$ cat config.mk
export PLATFORM = sky130hd
export DESIGN_NAME = dacc_top
export DESIGN_NICKNAME = d
export VERILOG_FILES = /design/src/verilog/dacc_pkg.sv /design/src/verilog/dacc_top.sv
export SDC_FILE = /design/constraint.sdc
export NUM_CORES = 1
export LEC_CHECK = 0
export BUFFER_PORTS_ARGS = -buffer_cell sky130_fd_sc_hd__buf_4
export CAP_MARGIN = 20
export CORE_MARGIN = 3
export CORE_UTILIZATION = 45
export DETAILED_ROUTE_END_ITERATION = 7
export GPL_TIMING_DRIVEN = 1
export PLACE_DENSITY = 0.66
export SLEW_MARGIN = 0
export SYNTH_ARGS = -nofsm -noshare
export SYNTH_HDL_FRONTEND = slang
export SYNTH_SLANG_ARGS = --single-unit
$ cat constraint.sdc
create_clock -name CLK -period 3.8 [get_ports CLK]
set_clock_uncertainty 0.15 [all_clocks]
set_input_delay 1.14 -clock CLK [delete_from_list [all_inputs] [get_ports CLK]]
set_output_delay 1.14 -clock CLK [all_outputs]
set_load 0.01 [all_outputs]
$ cat src/verilog/dacc_pkg.sv
// constants and carrier types of the dual converter clock and output control
// assumes one sample clock; a serial port front end decodes register access
package dacc_pkg;

  // ****************************************
  // register offsets
  // ****************************************
  localparam logic [7:0] ADDR_CHAN_SEL = 8'h05; // per-channel write select
  localparam logic [7:0] ADDR_POWER = 8'h08; // power mode
  localparam logic [7:0] ADDR_DUTY = 8'h09; // duty restorer control
  localparam logic [7:0] ADDR_DIVIDE = 8'h0b; // divide ratio minus one
  localparam logic [7:0] ADDR_STATUS = 8'h0f; // read-only state
  localparam logic [7:0] ADDR_OUT_MODE = 8'h14; // output_mode_control
  localparam logic [7:0] ADDR_ALIGN = 8'h3a; // divider_align_control
  localparam logic [7:0] ADDR_SHAPER = 8'h3c; // noise shaper enable

  // ****************************************
  // field positions
  // ****************************************
  localparam int OUT_OFF_BIT = 4; // channel output disable
  localparam int ALIGN_EN_BIT = 1; // realign on strobe
  localparam int ALIGN_ONCE_BIT = 2; // only first strobe after write

  // ****************************************
  // reset values
  // ****************************************
  localparam logic [1:0] CHAN_SEL_RST = 2'h3;
  localparam logic [1:0] POWER_RST = 2'h0;
  localparam logic DUTY_EN_RST = 1'b1; // restorer on from power-up
  localparam logic [2:0] DIVIDE_RST = 3'h0;
  localparam logic [7:0] ALIGN_RST = 8'h00;

  // ****************************************
  // timing counts
  // ****************************************
  localparam int CLK_MHZ = 20;
  localparam int RELOCK_MIN_NS = 1500; // least relock wait
  localparam int RELOCK_CYC = (RELOCK_MIN_NS * CLK_MHZ + 999) / 1000;
  localparam int LAT_PLAIN = 10; // pipeline latency, shaper off
  localparam int LAT_SHAPED = 13; // pipeline latency, shaper on

  // ****************************************
  // enumerations and carriers
  // ****************************************
  typedef enum logic [1:0]
  {
    CODE_OFFSET = 2'h0,
    CODE_TWOS = 2'h1,
    CODE_GRAY = 2'h2
  } dacc_coding_t;

  typedef enum logic [1:0]
  {
    PWR_RUN = 2'h0,
    PWR_DOWN = 2'h1,
    PWR_STANDBY = 2'h2
  } dacc_power_t;

  localparam logic [1:0] CODING_RST = 2'h1; // two's complement default

  // per-channel configuration
  typedef struct packed
  {
    logic [1:0] coding;
    logic out_off;
    logic shaper_on;
  } dacc_chan_cfg_t;

  // one pipelined sample
  typedef struct packed
  {
    logic valid;
    logic ovr;
    logic [10:0] code;
  } dacc_sample_t;

endpackage

$ cat src/verilog/dacc_top.sv
// dual converter digital control: divider, duty restorer, power, outputs
// assumes register writes arrive already decoded from the serial port,
// raw samples arrive signed, and pad logic resolves the output enables
`timescale 1ns/10ps

module dacc_top
#(
  parameter int RAW_W = 13 // raw sample width, wider than the code
)
(
  input wire logic CLK,
  input wire logic ARST_N,
  input wire logic REG_WE,
  input wire logic [7:0] REG_ADDR,
  input wire logic [7:0] REG_WDATA,
  output logic [7:0] REG_RDATA,
  input wire logic ALIGN_STROBE,
  input wire logic SLEEP_REQUEST,
  input wire logic OUTPUT_THREE_STATE_PIN,
  input wire logic SLOW_CLOCK,
  input wire logic signed [RAW_W-1:0] RAW_A,
  input wire logic signed [RAW_W-1:0] RAW_B,
  output logic SAMPLE_EN,
  output logic INT_CLK_HIGH,
  output logic DUTY_RESTORED,
  output logic POWER_DOWN,
  output logic STANDBY,
  output logic REF_POWERED,
  output logic [10:0] DATA_OUT,
  output logic DATA_OE_N,
  output logic OVERRANGE_OUT,
  output logic OVERRANGE_OE_N,
  output logic CAPTURE_CLOCK_OUTPUT,
  output logic CAPTURE_CLOCK_OE_N
);

  // ****************************************
  // registers
  // ****************************************
  localparam int LAT_MAX = dacc_pkg::LAT_SHAPED - 1;
  localparam int TAP_PLAIN = dacc_pkg::LAT_PLAIN - 2;
  localparam int TAP_SHAPED = dacc_pkg::LAT_SHAPED - 2;
  localparam logic signed [RAW_W-1:0] LIM_HI = RAW_W'(1023);
  localparam logic signed [RAW_W-1:0] LIM_LO = -RAW_W'(1024);

  logic [1:0] chan_sel_reg; // which channels a write reaches
  logic [1:0] power_reg; // power mode field
  logic duty_en_reg; // duty restorer enable
  logic [2:0] divide_reg; // ratio minus one
  logic [7:0] align_reg; // divider_align_control
  dacc_pkg::dacc_chan_cfg_t cfg_reg [2]; // per-channel setup
  logic [7:0] rdata_next;

  // ****************************************
  // register writes
  // ****************************************
  // plain storage; side effects are handled by their own processes
  always_ff @(posedge CLK or negedge ARST_N)
  begin
    if (!ARST_N)
    begin
      chan_sel_reg <= dacc_pkg::CHAN_SEL_RST;
      power_reg <= dacc_pkg::POWER_RST;
      duty_en_reg <= dacc_pkg::DUTY_EN_RST;
      divide_reg <= dacc_pkg::DIVIDE_RST;
      align_reg <= dacc_pkg::ALIGN_RST;
      for (int c = 0; c < 2; c++)
      begin
        cfg_reg[c] <= '{dacc_pkg::CODING_RST, 1'b0, 1'b0};
      end
    end
    else if (REG_WE)
    begin
      unique case (REG_ADDR)
        dacc_pkg::ADDR_CHAN_SEL: chan_sel_reg <= REG_WDATA[1:0];
        dacc_pkg::ADDR_POWER: power_reg <= REG_WDATA[1:0];
        dacc_pkg::ADDR_DUTY: duty_en_reg <= REG_WDATA[0];
        dacc_pkg::ADDR_DIVIDE: divide_reg <= REG_WDATA[2:0];
        dacc_pkg::ADDR_ALIGN: align_reg <= REG_WDATA;
        dacc_pkg::ADDR_OUT_MODE:
        begin
          // only the selected channels take the write
          for (int c = 0; c < 2; c++)
          begin
            if (chan_sel_reg[c])
            begin
              cfg_reg[c].coding <= REG_WDATA[1:0];
              cfg_reg[c].out_off <= REG_WDATA[dacc_pkg::OUT_OFF_BIT];
            end
          end
        end
        dacc_pkg::ADDR_SHAPER:
        begin
          for (int c = 0; c < 2; c++)
          begin
            if (chan_sel_reg[c])
            begin
              cfg_reg[c].shaper_on <= REG_WDATA[0];
            end
          end
        end
        default:
        begin
          // unmapped writes are dropped
        end
      endcase
    end
  end

  // ****************************************
  // strobe resynchroniser and realign logic
  // ****************************************
  logic sync1_reg; // first stage, read only by the second
  logic sync2_reg;
  logic sync3_reg; // edge history
  logic armed_reg; // one-shot realign armed
  logic strobe_edge;
  logic align_accept;

  // two flops before the strobe is looked at
  always_ff @(posedge CLK or negedge ARST_N)
  begin
    if (!ARST_N)
    begin
      sync1_reg <= 1'b0;
      sync2_reg <= 1'b0;
      sync3_reg <= 1'b0;
    end
    else
    begin
      sync1_reg <= ALIGN_STROBE;
      sync2_reg <= sync1_reg;
      sync3_reg <= sync2_reg;
    end
  end

  assign strobe_edge = sync2_reg && !sync3_reg;
  // every strobe, or only the first after the control write
  assign align_accept = strobe_edge && align_reg[dacc_pkg::ALIGN_EN_BIT] &&
    (!align_reg[dacc_pkg::ALIGN_ONCE_BIT] || armed_reg);

  // arming by a write wins over the clear by an accepted strobe
  always_ff @(posedge CLK or negedge ARST_N)
  begin
    if (!ARST_N)
    begin
      armed_reg <= 1'b0;
    end
    else if (REG_WE && REG_ADDR == dacc_pkg::ADDR_ALIGN)
    begin
      armed_reg <= 1'b1;
    end
    else if (align_accept)
    begin
      armed_reg <= 1'b0;
    end
  end

  // ****************************************
  // clock divider
  // ****************************************
  logic [2:0] div_cnt_reg; // zero is the initial state
  logic [2:0] half_cnt; // restored high time in input cycles

  always_ff @(posedge CLK or negedge ARST_N)
  begin
    if (!ARST_N)
    begin
      div_cnt_reg <= 3'h0;
    end
    else if (align_accept)
    begin
      div_cnt_reg <= 3'h0;
    end
    else if (div_cnt_reg >= divide_reg)
    begin
      div_cnt_reg <= 3'h0;
    end
    else
    begin
      div_cnt_reg <= div_cnt_reg + 3'h1;
    end
  end

  // odd ratios round the high time down; ratio one stays high
  assign half_cnt = (divide_reg == 3'h0) ? 3'h1 :
    3'((4'({1'b0, divide_reg}) + 4'h1) >> 1);

  // ****************************************
  // duty restorer lock tracking
  // ****************************************
  logic [7:0] lock_cnt_reg; // cycles since last clear by rate change, slow clock or restorer off; holds at lock
  logic locked;
  logic rate_change;

  // a ratio write with a new value changes the internal rate and costs a relock
  assign rate_change = REG_WE && REG_ADDR == dacc_pkg::ADDR_DIVIDE &&
    REG_WDATA[2:0] != divide_reg;

  always_ff @(posedge CLK or negedge ARST_N)
  begin
    if (!ARST_N)
    begin
      lock_cnt_reg <= 8'h00;
    end
    else if (!duty_en_reg || SLOW_CLOCK || rate_change)
    begin
      lock_cnt_reg <= 8'h00;
    end
    else if (!locked)
    begin
      lock_cnt_reg <= lock_cnt_reg + 8'h01;
    end
  end

  assign locked = lock_cnt_reg >= 8'(dacc_pkg::RELOCK_CYC);

  // internal clock level: restored half duty, or raw one-cycle pulse
  always_ff @(posedge CLK or negedge ARST_N)
  begin
    if (!ARST_N)
    begin
      INT_CLK_HIGH <= 1'b0;
      DUTY_RESTORED <= 1'b0;
      SAMPLE_EN <= 1'b0;
    end
    else
    begin
      SAMPLE_EN <= div_cnt_reg == 3'h0;
      DUTY_RESTORED <= duty_en_reg && locked;
      if (duty_en_reg && locked)
      begin
        INT_CLK_HIGH <= div_cnt_reg < half_cnt;
      end
      else
      begin
        INT_CLK_HIGH <= div_cnt_reg == 3'h0;
      end
    end
  end

  // ****************************************
  // power modes
  // ****************************************
  logic pdown;

  // pin high or register sets sleep; pin low with register clear runs
  assign pdown = SLEEP_REQUEST || power_reg == dacc_pkg::PWR_DOWN;

  always_ff @(posedge CLK or negedge ARST_N)
  begin
    if (!ARST_N)
    begin
      POWER_DOWN <= 1'b0;
      STANDBY <= 1'b0;
      REF_POWERED <= 1'b1;
    end
    else
    begin
      POWER_DOWN <= pdown;
      STANDBY <= !pdown && power_reg == dacc_pkg::PWR_STANDBY;
      REF_POWERED <= !pdown;
    end
  end

  // ****************************************
  // sample pipeline
  // ****************************************
  dacc_pkg::dacc_sample_t pipe_reg [2][LAT_MAX];
  dacc_pkg::dacc_sample_t first [2];
  logic signed [RAW_W-1:0] raw [2];

  assign raw[0] = RAW_A;
  assign raw[1] = RAW_B;

  // clip beyond the span; exact limits are in range
  always_comb
  begin
    for (int c = 0; c < 2; c++)
    begin
      first[c].valid = div_cnt_reg == 3'h0;
      first[c].ovr = raw[c] > LIM_HI || raw[c] < LIM_LO;
      if (raw[c] > LIM_HI)
      begin
        first[c].code = 11'h3ff;
      end
      else if (raw[c] < LIM_LO)
      begin
        first[c].code = 11'h400;
      end
      else
      begin
        first[c].code = raw[c][10:0];
      end
    end
  end

  // fixed-length shift; the tap picks the latency
  always_ff @(posedge CLK or negedge ARST_N)
  begin
    if (!ARST_N)
    begin
      for (int c = 0; c < 2; c++)
      begin
        for (int s = 0; s < LAT_MAX; s++)
        begin
          pipe_reg[c][s] <= '0;
        end
      end
    end
    else
    begin
      for (int c = 0; c < 2; c++)
      begin
        pipe_reg[c][0] <= first[c];
        for (int s = 1; s < LAT_MAX; s++)
        begin
          pipe_reg[c][s] <= pipe_reg[c][s-1];
        end
      end
    end
  end

  // ****************************************
  // output coding and interleave
  // ****************************************
  dacc_pkg::dacc_sample_t held_reg [2]; // last word per channel
  dacc_pkg::dacc_sample_t held_next [2];
  dacc_pkg::dacc_sample_t tap [2];
  logic phase_reg; // high is the rising output phase
  logic [10:0] ob;
  logic use_chan; // channel that feeds the next word

  // tap at latency minus two: one edge into stage zero, one out
  always_comb
  begin
    ob = 11'h000;
    for (int c = 0; c < 2; c++)
    begin
      tap[c] = cfg_reg[c].shaper_on ? pipe_reg[c][TAP_SHAPED] :
        pipe_reg[c][TAP_PLAIN];
      held_next[c] = held_reg[c];
      if (tap[c].valid)
      begin
        ob = {~tap[c].code[10], tap[c].code[9:0]};
        held_next[c].ovr = tap[c].ovr;
        held_next[c].valid = 1'b1;
        unique case (cfg_reg[c].coding)
          dacc_pkg::CODE_OFFSET: held_next[c].code = ob;
          dacc_pkg::CODE_GRAY: held_next[c].code = ob ^ (ob >> 1);
          default: held_next[c].code = tap[c].code;
        endcase
      end
    end
  end

  always_ff @(posedge CLK or negedge ARST_N)
  begin
    if (!ARST_N)
    begin
      held_reg[0] <= '0;
      held_reg[1] <= '0;
      phase_reg <= 1'b0;
    end
    else
    begin
      held_reg <= held_next;
      phase_reg <= !phase_reg;
    end
  end

  // a lone enabled channel fills both phases
  always_comb
  begin
    if (cfg_reg[1].out_off)
    begin
      use_chan = 1'b0;
    end
    else if (cfg_reg[0].out_off)
    begin
      use_chan = 1'b1;
    end
    else
    begin
      use_chan = phase_reg; // next phase is falling
    end
  end

  // word and flag leave together from the same flops
  always_ff @(posedge CLK or negedge ARST_N)
  begin
    if (!ARST_N)
    begin
      DATA_OUT <= 11'h000;
      OVERRANGE_OUT <= 1'b0;
      CAPTURE_CLOCK_OUTPUT <= 1'b0;
    end
    else
    begin
      DATA_OUT <= held_next[use_chan].code;
      OVERRANGE_OUT <= held_next[use_chan].ovr;
      CAPTURE_CLOCK_OUTPUT <= !phase_reg;
    end
  end

  // ****************************************
  // driver enables
  // ****************************************
  // slow path: the pin is not meant for bus sharing
  always_ff @(posedge CLK or negedge ARST_N)
  begin
    if (!ARST_N)
    begin
      DATA_OE_N <= 1'b1;
      OVERRANGE_OE_N <= 1'b1;
      CAPTURE_CLOCK_OE_N <= 1'b1;
    end
    else
    begin
      DATA_OE_N <= pdown || OUTPUT_THREE_STATE_PIN ||
        (cfg_reg[0].out_off && cfg_reg[1].out_off);
      OVERRANGE_OE_N <= pdown || OUTPUT_THREE_STATE_PIN;
      CAPTURE_CLOCK_OE_N <= pdown;
    end
  end

  // ****************************************
  // register reads
  // ****************************************
  // per-channel reads show channel a unless only b is selected
  always_comb
  begin
    rdata_next = 8'h00;
    unique case (REG_ADDR)
      dacc_pkg::ADDR_CHAN_SEL: rdata_next = {6'h00, chan_sel_reg};
      dacc_pkg::ADDR_POWER: rdata_next = {6'h00, power_reg};
      dacc_pkg::ADDR_DUTY: rdata_next = {7'h00, duty_en_reg};
      dacc_pkg::ADDR_DIVIDE: rdata_next = {5'h00, divide_reg};
      dacc_pkg::ADDR_ALIGN: rdata_next = align_reg;
      dacc_pkg::ADDR_STATUS:
        rdata_next = {1'b0, armed_reg, pdown, DUTY_RESTORED, 1'b0,
          div_cnt_reg};
      dacc_pkg::ADDR_OUT_MODE:
        rdata_next = {3'h0, cfg_reg[chan_sel_reg == 2'h2].out_off, 2'h0,
          cfg_reg[chan_sel_reg == 2'h2].coding};
      dacc_pkg::ADDR_SHAPER:
        rdata_next = {7'h00, cfg_reg[chan_sel_reg == 2'h2].shaper_on};
      default: rdata_next = 8'h00;
    endcase
  end

  always_ff @(posedge CLK or negedge ARST_N)
  begin
    if (!ARST_N)
    begin
      REG_RDATA <= 8'h00;
    end
    else
    begin
      REG_RDATA <= rdata_next;
    end
  end

endmodule
==> results of run 1 <==
==> logic make-up after synthesis <==
| logic type | synth area share, % |
|---|---|
| compound gates | 4.87 |
| buf+inv | 1.61 |
| xor+xnor | 0.485 |
| flops | 77.8 |
| simple gates | 8.26 |
| mux | 5.92 |
| fa+ha+maj | 1.09 |
==> cell usage in the layout, fill, tap and decap left out, types with 6 or more instances in the layout <==
| cell type | instances |
|---|---|
| dfstp_2 | 9 |
| o31ai_1 | 14 |
| nand2_1 | 55 |
| nor3_1 | 13 |
| clkbuf_1 | 7 |
| ha_1 | 11 |
| a21oi_1 | 38 |
| mux2_2 | 54 |
| mux2i_1 | 14 |
| and3_1 | 14 |
| nand2b_1 | 8 |
| o21ai_0 | 7 |
| nand3_1 | 8 |
| clkbuf_16 | 41 |
| inv_1 | 18 |
| clkinv_2 | 9 |
| nor2b_1 | 6 |
| nand4_1 | 6 |
| clkbuf_8 | 7 |
| dfrtp_1 | 383 |
| buf_4 | 81 |
| nor2_1 | 79 |
==> path summary, 6_finish.rpt <==
kind / endpoint / cells after the start / slack [ns]
max: cfg_reg[1]$_DFFE_PN0P_ / 5 / 1.25
min: pipe_reg[25]$_DFF_PN0_ / 0 / 0.19
max reg2reg: DATA_OUT[7]$_DFF_PN0_ / 4 / 1.40
min reg2reg: pipe_reg[25]$_DFF_PN0_ / 0 / 0.19
max in group asynchronous: CAPTURE_CLOCK_OE_N$_DFF_PN1_ / 2 / 2.15
min in group asynchronous: pipe_reg[27]$_DFF_PN0_ / 1 / 0.42
==> power by group <==
part / total (mW) / switching [mW] / internal [mW] / leakage, nW
registers: 4.62 / 0.112 / 4.51 / 4.67
logic: 0.447 / 0.267 / 0.180 / 1.45
clock network: 3.74 / 1.48 / 2.25 / 0.643
==> worst register-to-register path: stages, from the launching register on <==
cell,delay (ns)
dfrtp_1,0.84
mux2_2,0.47
nand2b_1,0.15
o311ai_0,0.43
mux2_2,0.29
==> cell type report <==
type                    count  share of cell area, %
clock inverters            15                  0.979
flip-flops and latches    392                   65.7
repair buffers             86                   4.70
multi-input cells         395                   17.4
inverters                  18                  0.452
clock buffers              55                   7.68
well taps                 372                   3.11
==> per-layer routing <==
metal  part of all wire, %  wire length (um)  vias up  GRT usage, %
met3                   4.8               983       35          3.04
met1                    45              9290     3234          19.3
met5                     0                 0        -             0
li1                      -                 -     3008             -
met4                   1.7               357        0          3.82
met2                    48              9850      131          22.6
==> out/metrics.cfg, run 1 <==
[floorplanning]
dieArea_sq_um=30100
fp.dieH_um=174
core_area_sq_um=27300
io_pins=79
start_util_pct=46.3
chipWidth_um=174
std_cell_rows=60

[grt]
grt_usage_pct=13.9
grt_antenna_before_repair=0
grt_pass1_vias=6681
grt_pass1_wl_um=34200
grt_overflow=0
grt_max_degree=88

[cells_and_area]
regArea_sq_um=9820
num-fill-cells=2139
drive_above_1_share_pct=23.2
final_cells=1333
final_area_sq_um=15000
area_growth_pct=18.4
multi_input_area_sq_um=2610
largest_reg_flops=300
num-nets-final=992
diodes=0
utilization_pct=54.9

[critical_path]
cpMaxStageDelayCell=or4_4
endpoint_kind=register
path_buf_inv=1
r2r-start=cfg_reg[0]$_DFFE_PN0P_
cpLargestDelayFamily=simple AND/OR/NAND/NOR gates
crit_chain=buf_4 -> or3_4 -> or4_4 -> nor2_4 -> mux2_2
path_class=input port to register
max_stage_delay_ns=0.58
start_kind=input port
crit_start=REG_ADDR[5]
crit_fanout=5
arrival_ns=2.79
cp.required_ns=4.03

[sta]
period_share_pct=67.2
min_period_ns=2.55
setup_slack_ns=1.25
slew_headroom_pct=39.2
drv_slew=0
setup-violations-final=0
fin_setup_tns_ns=0
final-hold-violation-count=0
holdWs_ns=0.185
fmaxAchievable_mhz=391
worst_slew_pin_slew_ns=0.910
rsz0062_at_grt=no

[detailed_routing]
dr_total_vias=6408
post_drt_wl_per_cell_um=15.4
ant_nets=0
first_pass_iters=4
first_iter_violations=445
avgViaCountPerCell=4.81
drt-total-wl_um=20500
route.detailed.drc=0

[placement]
gp_congestion=0.899
detailedPlace.worstSlack_ns=0.741
hpwlAfterDp_um=13000
placed_area_sq_um=13700
io_buffers=78
placedCellCount=1263

[yosys]
synthesis.area_sq_um=12600
synthArstFlopShare_pct=100
synth_top_area_cell=dfrtp_1
synth.area.top_cells=dfrtp_1 76%, mux2_2 4.8%, nor2_1 2.3%, dfstp_2 1.9%, nand2_1 1.6%
synth_top_area_share_pct=75.9
ys_seq_area_share_pct=77.8
synth_most_common_cell=dfrtp_1
avgSynthCellArea_sq_um=15.1
synthFlopType=dfrtp_1
synth.distinct_cells=62
syn-num-nets=894
synth_edf_count=0
ys_seq_elements=392
synth_cells=834
synth_top_cells_by_count=383 x dfrtp_1, 79 x nor2_1, 55 x nand2_1, 54 x mux2_2, 38 x a21oi_1
yosys_warnings=0

[clock_network]
cts_sinks=392
root_buffer=clkbuf_16
clk_latency_ns=0.51
hold_buffers=0
cts_buffer_depth=3
cts_buffers=39
htreeDepth=2
cts_resized=0
cts_tree=yes
clkTransAtPathRegs_ns=0.06
cts_setup_buffers=0

[pwr]
fin_total_pwr_mw=8.81
power_density_nw_per_um2=589
p_leak_nw=6.77
peakVddDrop_v=0.000335

[run]
cap_violations=0

[hold_path]
hold_path_startpoint=pipe_reg[38]$_DFF_PN0_
hp-class=register to register

[status]
outcome=finished, final reports clean

(Power assumes the default switching activity.)
==> run 2: changes to the inputs <==
ABC_AREA = 1   (was unset)
PLACE_DENSITY = 0.68   (was 0.66)
clock period = 2.1 ns   (was 3.8 ns; I/O delays follow)
==> run 2 against run 1 <==
  * Critical endpoint is now DATA_OE_N
  * Die area up 0.24%
  * Global-route usage up 0.38 points
  * Routed wire length up 1.7%
  * Sequential share of layout area down 1.1 points
  * Largest power group unchanged
  * Power up 100%
  * Via count up 8.8%
  * Final cell count up 15%
  * Combinational power rose to 4.1 times the previous value
  * Critical path type is now register to output pin
  * Register-to-register slack worse by 1.2 ns
==> out/metrics.cfg, run 2 <==
[critical_path]
start_kind=register
endpoint_kind=output pin
max_stage_delay_ns=0.52  ; -0.06 ns
path_class=register to output pin
cp.depth=1  ; -4
rrSetupSlack_ns=0.20  ; -1.20 ns
r2r_end=DATA_OUT[10]$_DFF_PN0_
cpMaxStageDelayCell=dfstp_2
crit_fanout=1  ; -4
r2r-start=cfg_reg[4]$_DFFE_PN0P_
crit_chain=buf_4
arrival_ns=1.15  ; -1.64 ns
reg2reg_depth=8  ; +4
path_buf_inv=1  ; unchanged
cp.required_ns=1.32  ; -2.71 ns
cpLargestDelayFamily=flip-flops

[yosys]
synth_simple_gate_area_share_pct=14.0  ; +5.8 points
synth_top_cells_by_count=383 x dfrtp_1, 272 x nand2_1, 71 x inv_1, 62 x nand3_1, 41 x nor2_1
synthFlopType=dfrtp_1
synth_adder_area_share_pct=1.09  ; -0.0027 points
synth_compound_area_share_pct=3.61  ; -1.3 points
yosys_warnings=0  ; unchanged
synth_edf_count=0  ; unchanged
synthArstFlopShare_pct=100  ; unchanged
synth_xor_area_share_pct=0.277  ; -0.21 points
syn-num-nets=1058  ; +18%
synth.distinct_cells=34  ; -45%
synthesis.area_sq_um=12700  ; +0.25%
synth_top_family_by_area=simple AND/OR/NAND/NOR gates
avgSynthCellArea_sq_um=12.7  ; -16%
synth_top_area_share_pct=75.7  ; -0.19 points
synth_top_area_cell=dfrtp_1
ys_seq_area_share_pct=77.6  ; -0.19 points
synth_cells=998  ; +20%
synth_most_common_cell=dfrtp_1
synth.area.top_cells=dfrtp_1 76%, nand2_1 8.1%, nand3_1 2.5%, inv_1 2.1%, dfstp_2 1.9%
ys_seq_elements=392  ; unchanged
synth.area.mux_share_pct=0  ; -5.9 points

[placement]
io_buffers=78  ; unchanged
placedCellCount=1454  ; +15%
placed_area_sq_um=13900  ; +1.5%
gp_congestion=0.888  ; -1.3%
hpwlAfterDp_um=13200  ; +1.7%

[pwr]
p_leak_nw=7.26  ; +7.3%
power_density_nw_per_um2=1160  ; +97%
peakVddDrop_v=0.000563  ; +68%

[status]
outcome=finished, final reports clean

[cells_and_area]
largest_reg_flops=300  ; unchanged
utilization_pct=55.6  ; +0.75 points
final_cells=1527  ; +15%
drive_above_1_share_pct=19.2  ; -4.0 points
layout_commonest_cell=dfrtp_1
diodes=0  ; unchanged
num-nets-final=1185  ; +19%
final_cell_mix=383 x dfrtp_1, 272 x nand2_1, 99 x buf_4
area_growth_pct=20.1
final_area_sq_um=15200  ; +1.6%

[clock_network]
cts_tree=yes
root_buffer=clkbuf_16
htreeDepth=2  ; unchanged
cts_resized=0  ; unchanged
cts_setup_buffers=0  ; unchanged
cts_buffers=39  ; unchanged
cts_sinks=392  ; unchanged
cts_buffer_depth=3  ; unchanged
clkTransAtPathRegs_ns=0.06  ; about the same
clk_latency_ns=0.52  ; about the same

[floorplanning]
core_area_sq_um=27300  ; +0.28%
io_pins=79  ; unchanged
chipWidth_um=174  ; +0.12%
std_cell_rows=60  ; unchanged
fp.dieH_um=174  ; +0.12%
start_util_pct=46.3  ; about the same
dieArea_sq_um=30200  ; +0.24%

[detailed_routing]
dr_total_vias=6969  ; +8.8%
avgViaCountPerCell=4.56  ; -5.1%
first_iter_violations=467  ; +4.9%
ant_nets=0  ; unchanged
post_drt_wl_per_cell_um=13.6  ; -11%
route.detailed.drc=0  ; unchanged
first_pass_iters=4  ; unchanged
drt-total-wl_um=20800  ; +1.7%

[grt]
grt_overflow=0  ; unchanged
grt_antenna_before_repair=0  ; unchanged
grt_max_degree=62  ; -30%
grt_pass1_wl_um=35600  ; +4.1%
grt_pass1_vias=7221  ; +8.1%
grt_usage_pct=14.3  ; +0.38 points

[sta]
slew_headroom_pct=61.8  ; +23 points
drv_slew=0  ; unchanged
setup-violations-final=0  ; unchanged
holdWs_ns=0.0652  ; -0.120 ns
period_share_pct=91.7
rsz0062_at_grt=no
final-hold-violation-count=0  ; unchanged
fin_setup_tns_ns=0  ; unchanged
worst_slew_pin_slew_ns=0.572  ; -0.337 ns
min_period_ns=1.93
fmaxAchievable_mhz=519

[hold_path]
hold_end=sync1_reg$_DFF_PN0_
hp-class=input port to register
hold_path_startpoint=ALIGN_STROBE
min_path_cells=1  ; +1

[run]
cap_violations=0  ; unchanged

## run 2: changes by cell type in the layout (fill, tap and decap cells not counted), sizes merged, moves of 10 or more
cell,before,now
o31ai,14,0
nand3,8,62
inv,18,80
mux2,54,0
nor2,81,48
buf,86,107
a21oi,38,13
o21ai,8,43
or2,3,13
nand2,55,279
and3,14,0
mux2i,14,0
## run 2: power by group
part | internal [mW] | switching [mW]
Clock | 4.10 | 2.81
Combinational | 0.764 | 1.07
Sequential | 8.51 | 0.344
## run 2: per-layer routing
metal	share of wire, %	track usage [%]
met1	44	19.3
met2	49	23.6
met3	4.9	3.04
met4	2.2	4.42
met5	0	0
## run 2: final cells by class
type                    instances  area, sq um
multi-input cells             507         2400
well taps                     372          465
clock inverters                18          216
clock buffers                  53         1100
repair buffers                108          908
inverters                      77          289
fillers                      2238        12100
flip-flops and latches        392         9820
## run 2: per-stage QoR
| stage | total power [mW] | setup WS, ns |
|---|---|---|
| 3_5_place_dp | 10.8 | 0.0609 |
| 6_report | 17.6 | 0.175 |
| 3_3_place_gp | 10.7 | 0.111 |
| 5_1_grt | 18.5 | 0.0182 |
| 4_1_cts | 17.9 | 0.0371 |
| 2_1_floorplan | 10.0 | 0.426 |
## run 2: worst max path at each step
stage / from / slack [ns] / endpoint
global route: cfg_reg[4]$_DFFE_PN0P_ / 0.02 / DATA_OUT[10]$_DFF_PN0_
floorplan: REG_ADDR[4] / 0.43 / lock_cnt_reg[2]$_DFFE_PN0P_
global placement: REG_ADDR[3] / 0.11 / cfg_reg[7]$_DFFE_PN0P_
CTS: cfg_reg[6]$_DFFE_PN1P_ / 0.04 / DATA_OUT[1]$_DFF_PN0_
finish: DATA_OE_N$_DFF_PN1_ / 0.17 / DATA_OE_N
detailed placement: cfg_reg[6]$_DFFE_PN1P_ / 0.06 / DATA_OUT[1]$_DFF_PN0_
## run 2: cell families (layout without fill, tap and decap cells)
group                      count (synthesis)  count (layout)
and+or+nand+nor                          417             417
DFF                                      392             392
buffers and inverters                     99             256
AOI/OAI and AO/OA                         75              75
adders and majority gates                 11              11
xor gates and xnor gates                   4               4
## run 2: what timing repair did
| item | CTS | global route |
|---|---|---|
| endpoints found under the setup margin | 0 | 0 |
| endpoints found under the hold margin | 36 | 0 |
| hold buffers | 1 | 0 |
## run 2: worst register-to-register path: stages, from the launching register on
cell,delay (ns)
dfrtp_1,0.45
inv_2,0.20
nand2_1,0.10
nand2_2,0.32
inv_1,0.24
nand2_1,0.10
nand2_1,0.07
nand2_1,0.06
nand2_1,0.08
==> run 3: changes to the inputs <==
CORE_UTILIZATION = 25   (was 45)
PLACE_DENSITY = 0.45   (was 0.68)
SLEW_MARGIN = 20   (was 0)
==> run 3 against run 2 <==
  * Via count is 0.65% lower
  * Maximum frequency is 1.5% lower
  * Flip-flop and latch count unchanged
  * Critical path type unchanged
  * Critical endpoint unchanged
  * Largest cell class unchanged
==> out/metrics.cfg, run 3 (synthesis results as in run 2) <==
[floorplanning]
dieArea_sq_um=53400  ; +77%
io_pins=79  ; unchanged
fp.dieH_um=231  ; +33%
start_util_pct=25.6  ; -21 points
core_area_sq_um=49500  ; +81%
chipWidth_um=231  ; +33%
std_cell_rows=81  ; +35%

[sta]
rsz0062_at_grt=no
period_share_pct=93.0  ; +1.4 points
setup_slack_ns=0.146  ; -0.0284 ns
drv_slew=0  ; unchanged
slew_headroom_pct=51.7  ; -10 points
setup-violations-final=0  ; unchanged
worst_slew_pin_slew_ns=0.724  ; +0.151 ns
fin_setup_tns_ns=0  ; unchanged
holdWs_ns=0.0552  ; -0.00995 ns
fmaxAchievable_mhz=512  ; -1.5%
final-hold-violation-count=0  ; unchanged
min_period_ns=1.95  ; +0.0284 ns

[grt]
grt_antenna_before_repair=0  ; unchanged
grt_max_degree=56  ; -9.7%
grt_overflow=0  ; unchanged
grt_pass1_vias=7148  ; -1.0%
grt_usage_pct=9.00  ; -5.3 points
grt_pass1_wl_um=38400  ; +8.1%

[critical_path]
max_stage_delay_ns=0.51  ; about the same
path_class=register to output pin
start_kind=register
crit_chain=buf_4
path_buf_inv=1  ; unchanged
crit_fanout=1  ; unchanged
cpLargestDelayFamily=flip-flops
cpMaxStageDelayCell=dfstp_2
cp.required_ns=1.32  ; about the same
endpoint_kind=output pin
arrival_ns=1.17  ; +0.02 ns

[detailed_routing]
ant_nets=0  ; unchanged
route.detailed.drc=0  ; unchanged
dr_total_vias=6924  ; -0.65%
post_drt_wl_per_cell_um=12.6  ; -7.7%
drt-total-wl_um=23000  ; +11%
first_iter_violations=377  ; -19%
first_pass_iters=4  ; unchanged
avgViaCountPerCell=3.79  ; -17%

[clock_network]
htreeDepth=2  ; unchanged
cts_tree=yes
cts_resized=0  ; unchanged
cts_sinks=392  ; unchanged
root_buffer=clkbuf_16
cts_buffers=41  ; +5.1%
cts_buffer_depth=3  ; unchanged
clkTransAtPathRegs_ns=0.06  ; about the same
clk_latency_ns=0.55  ; +0.03 ns

[cells_and_area]
drive_above_1_share_pct=19.8  ; +0.61 points
largest_reg_flops=300  ; unchanged
layout_commonest_cell=dfrtp_1
final_cells=1829  ; +20%
final_cell_mix=383 x dfrtp_1, 272 x nand2_1, 102 x buf_4
multi_input_area_sq_um=2410  ; +0.10%
final_area_sq_um=15700  ; +3.5%
area_growth_pct=24.2
utilization_pct=31.8  ; -24 points
diodes=0  ; unchanged
regArea_sq_um=9820  ; unchanged
num-nets-final=1192  ; +0.59%
num-fill-cells=5008  ; +120%

[run]
cap_violations=0  ; unchanged

[status]
outcome=finished, final reports clean

[placement]
placed_area_sq_um=14300  ; +3.0%
gp_congestion=0.765  ; -14%
hpwlAfterDp_um=15700  ; +19%
detailedPlace.worstSlack_ns=0.0531  ; -0.00778 ns
placedCellCount=1751  ; +20%
io_buffers=78  ; unchanged

[pwr]
fin_total_pwr_mw=18.2  ; +3.7%
power_density_nw_per_um2=1160  ; +0.20%
p_leak_nw=7.34  ; +1.1%
peakVddDrop_v=0.000555  ; -1.6%

[hold_path]
hp-class=input port to register

-- run 3: area by class of cell --
type	count	share of cell area [%]
flip-flops and latches	392	62.4
repair buffers	113	6.11
clock buffers	57	7.41
clock inverters	19	1.63
multi-input cells	507	15.3
well taps	664	5.28
inverters	77	1.84
-- run 3: repair_timing --
action / in CTS / in global routing
endpoints found under the hold margin: 33 / 0
buffers inserted: 0 / 0
hold buffers: 2 / 0
-- run 3: worst reg2reg max path: stages, from the launching register on --
cell and delay [ns]:
dfrtp_1 0.45, buf_4 0.21, o21ai_0 0.45, inv_1 0.08, nand2_1 0.07, nand3_1 0.10
and2_1 0.15
-- run 3: report_power, final --
group	leakage [nW]	total (mW)	internal, mW	switching [mW]
Sequential	4.48	8.86	8.51	0.350
Clock	0.702	7.47	4.54	2.93
Combinational	2.16	1.91	0.815	1.10
-- run 3: metal layers --
| metal | share of wire (%) | vias to the layer above | GRT usage (%) |
|---|---|---|---|
| met1 | 47 | 3347 | 12.5 |
| met2 | 45 | 127 | 13.6 |
| met5 | 0 | - | 0 |
| met3 | 4.7 | 46 | 2.04 |
| met4 | 2.8 | 0 | 3.78 |
| li1 | - | 3404 | - |
-- run 3: worst paths after layout --
path / start / endpoint / slack [ns] / cells past startpoint
setup / recovery: DATA_OE_N$_DFF_PN1_ / DATA_OE_N / 0.15 / 1
min in group asynchronous: ARST_N / pipe_reg[153]$_DFF_PN0_ / 0.48 / 2
hold / removal: RAW_B[12] / pipe_reg[153]$_DFF_PN0_ / 0.06 / 1
setup reg to reg: cfg_reg[4]$_DFFE_PN0P_ / held_reg[13]$_DFF_PN0_ / 0.33 / 6
max in group asynchronous: ARST_N / pipe_reg[208]$_DFF_PN0_ / 0.60 / 3
hold reg to reg: pipe_reg[173]$_DFF_PN0_ / pipe_reg[160]$_DFF_PN0_ / 0.18 / 0
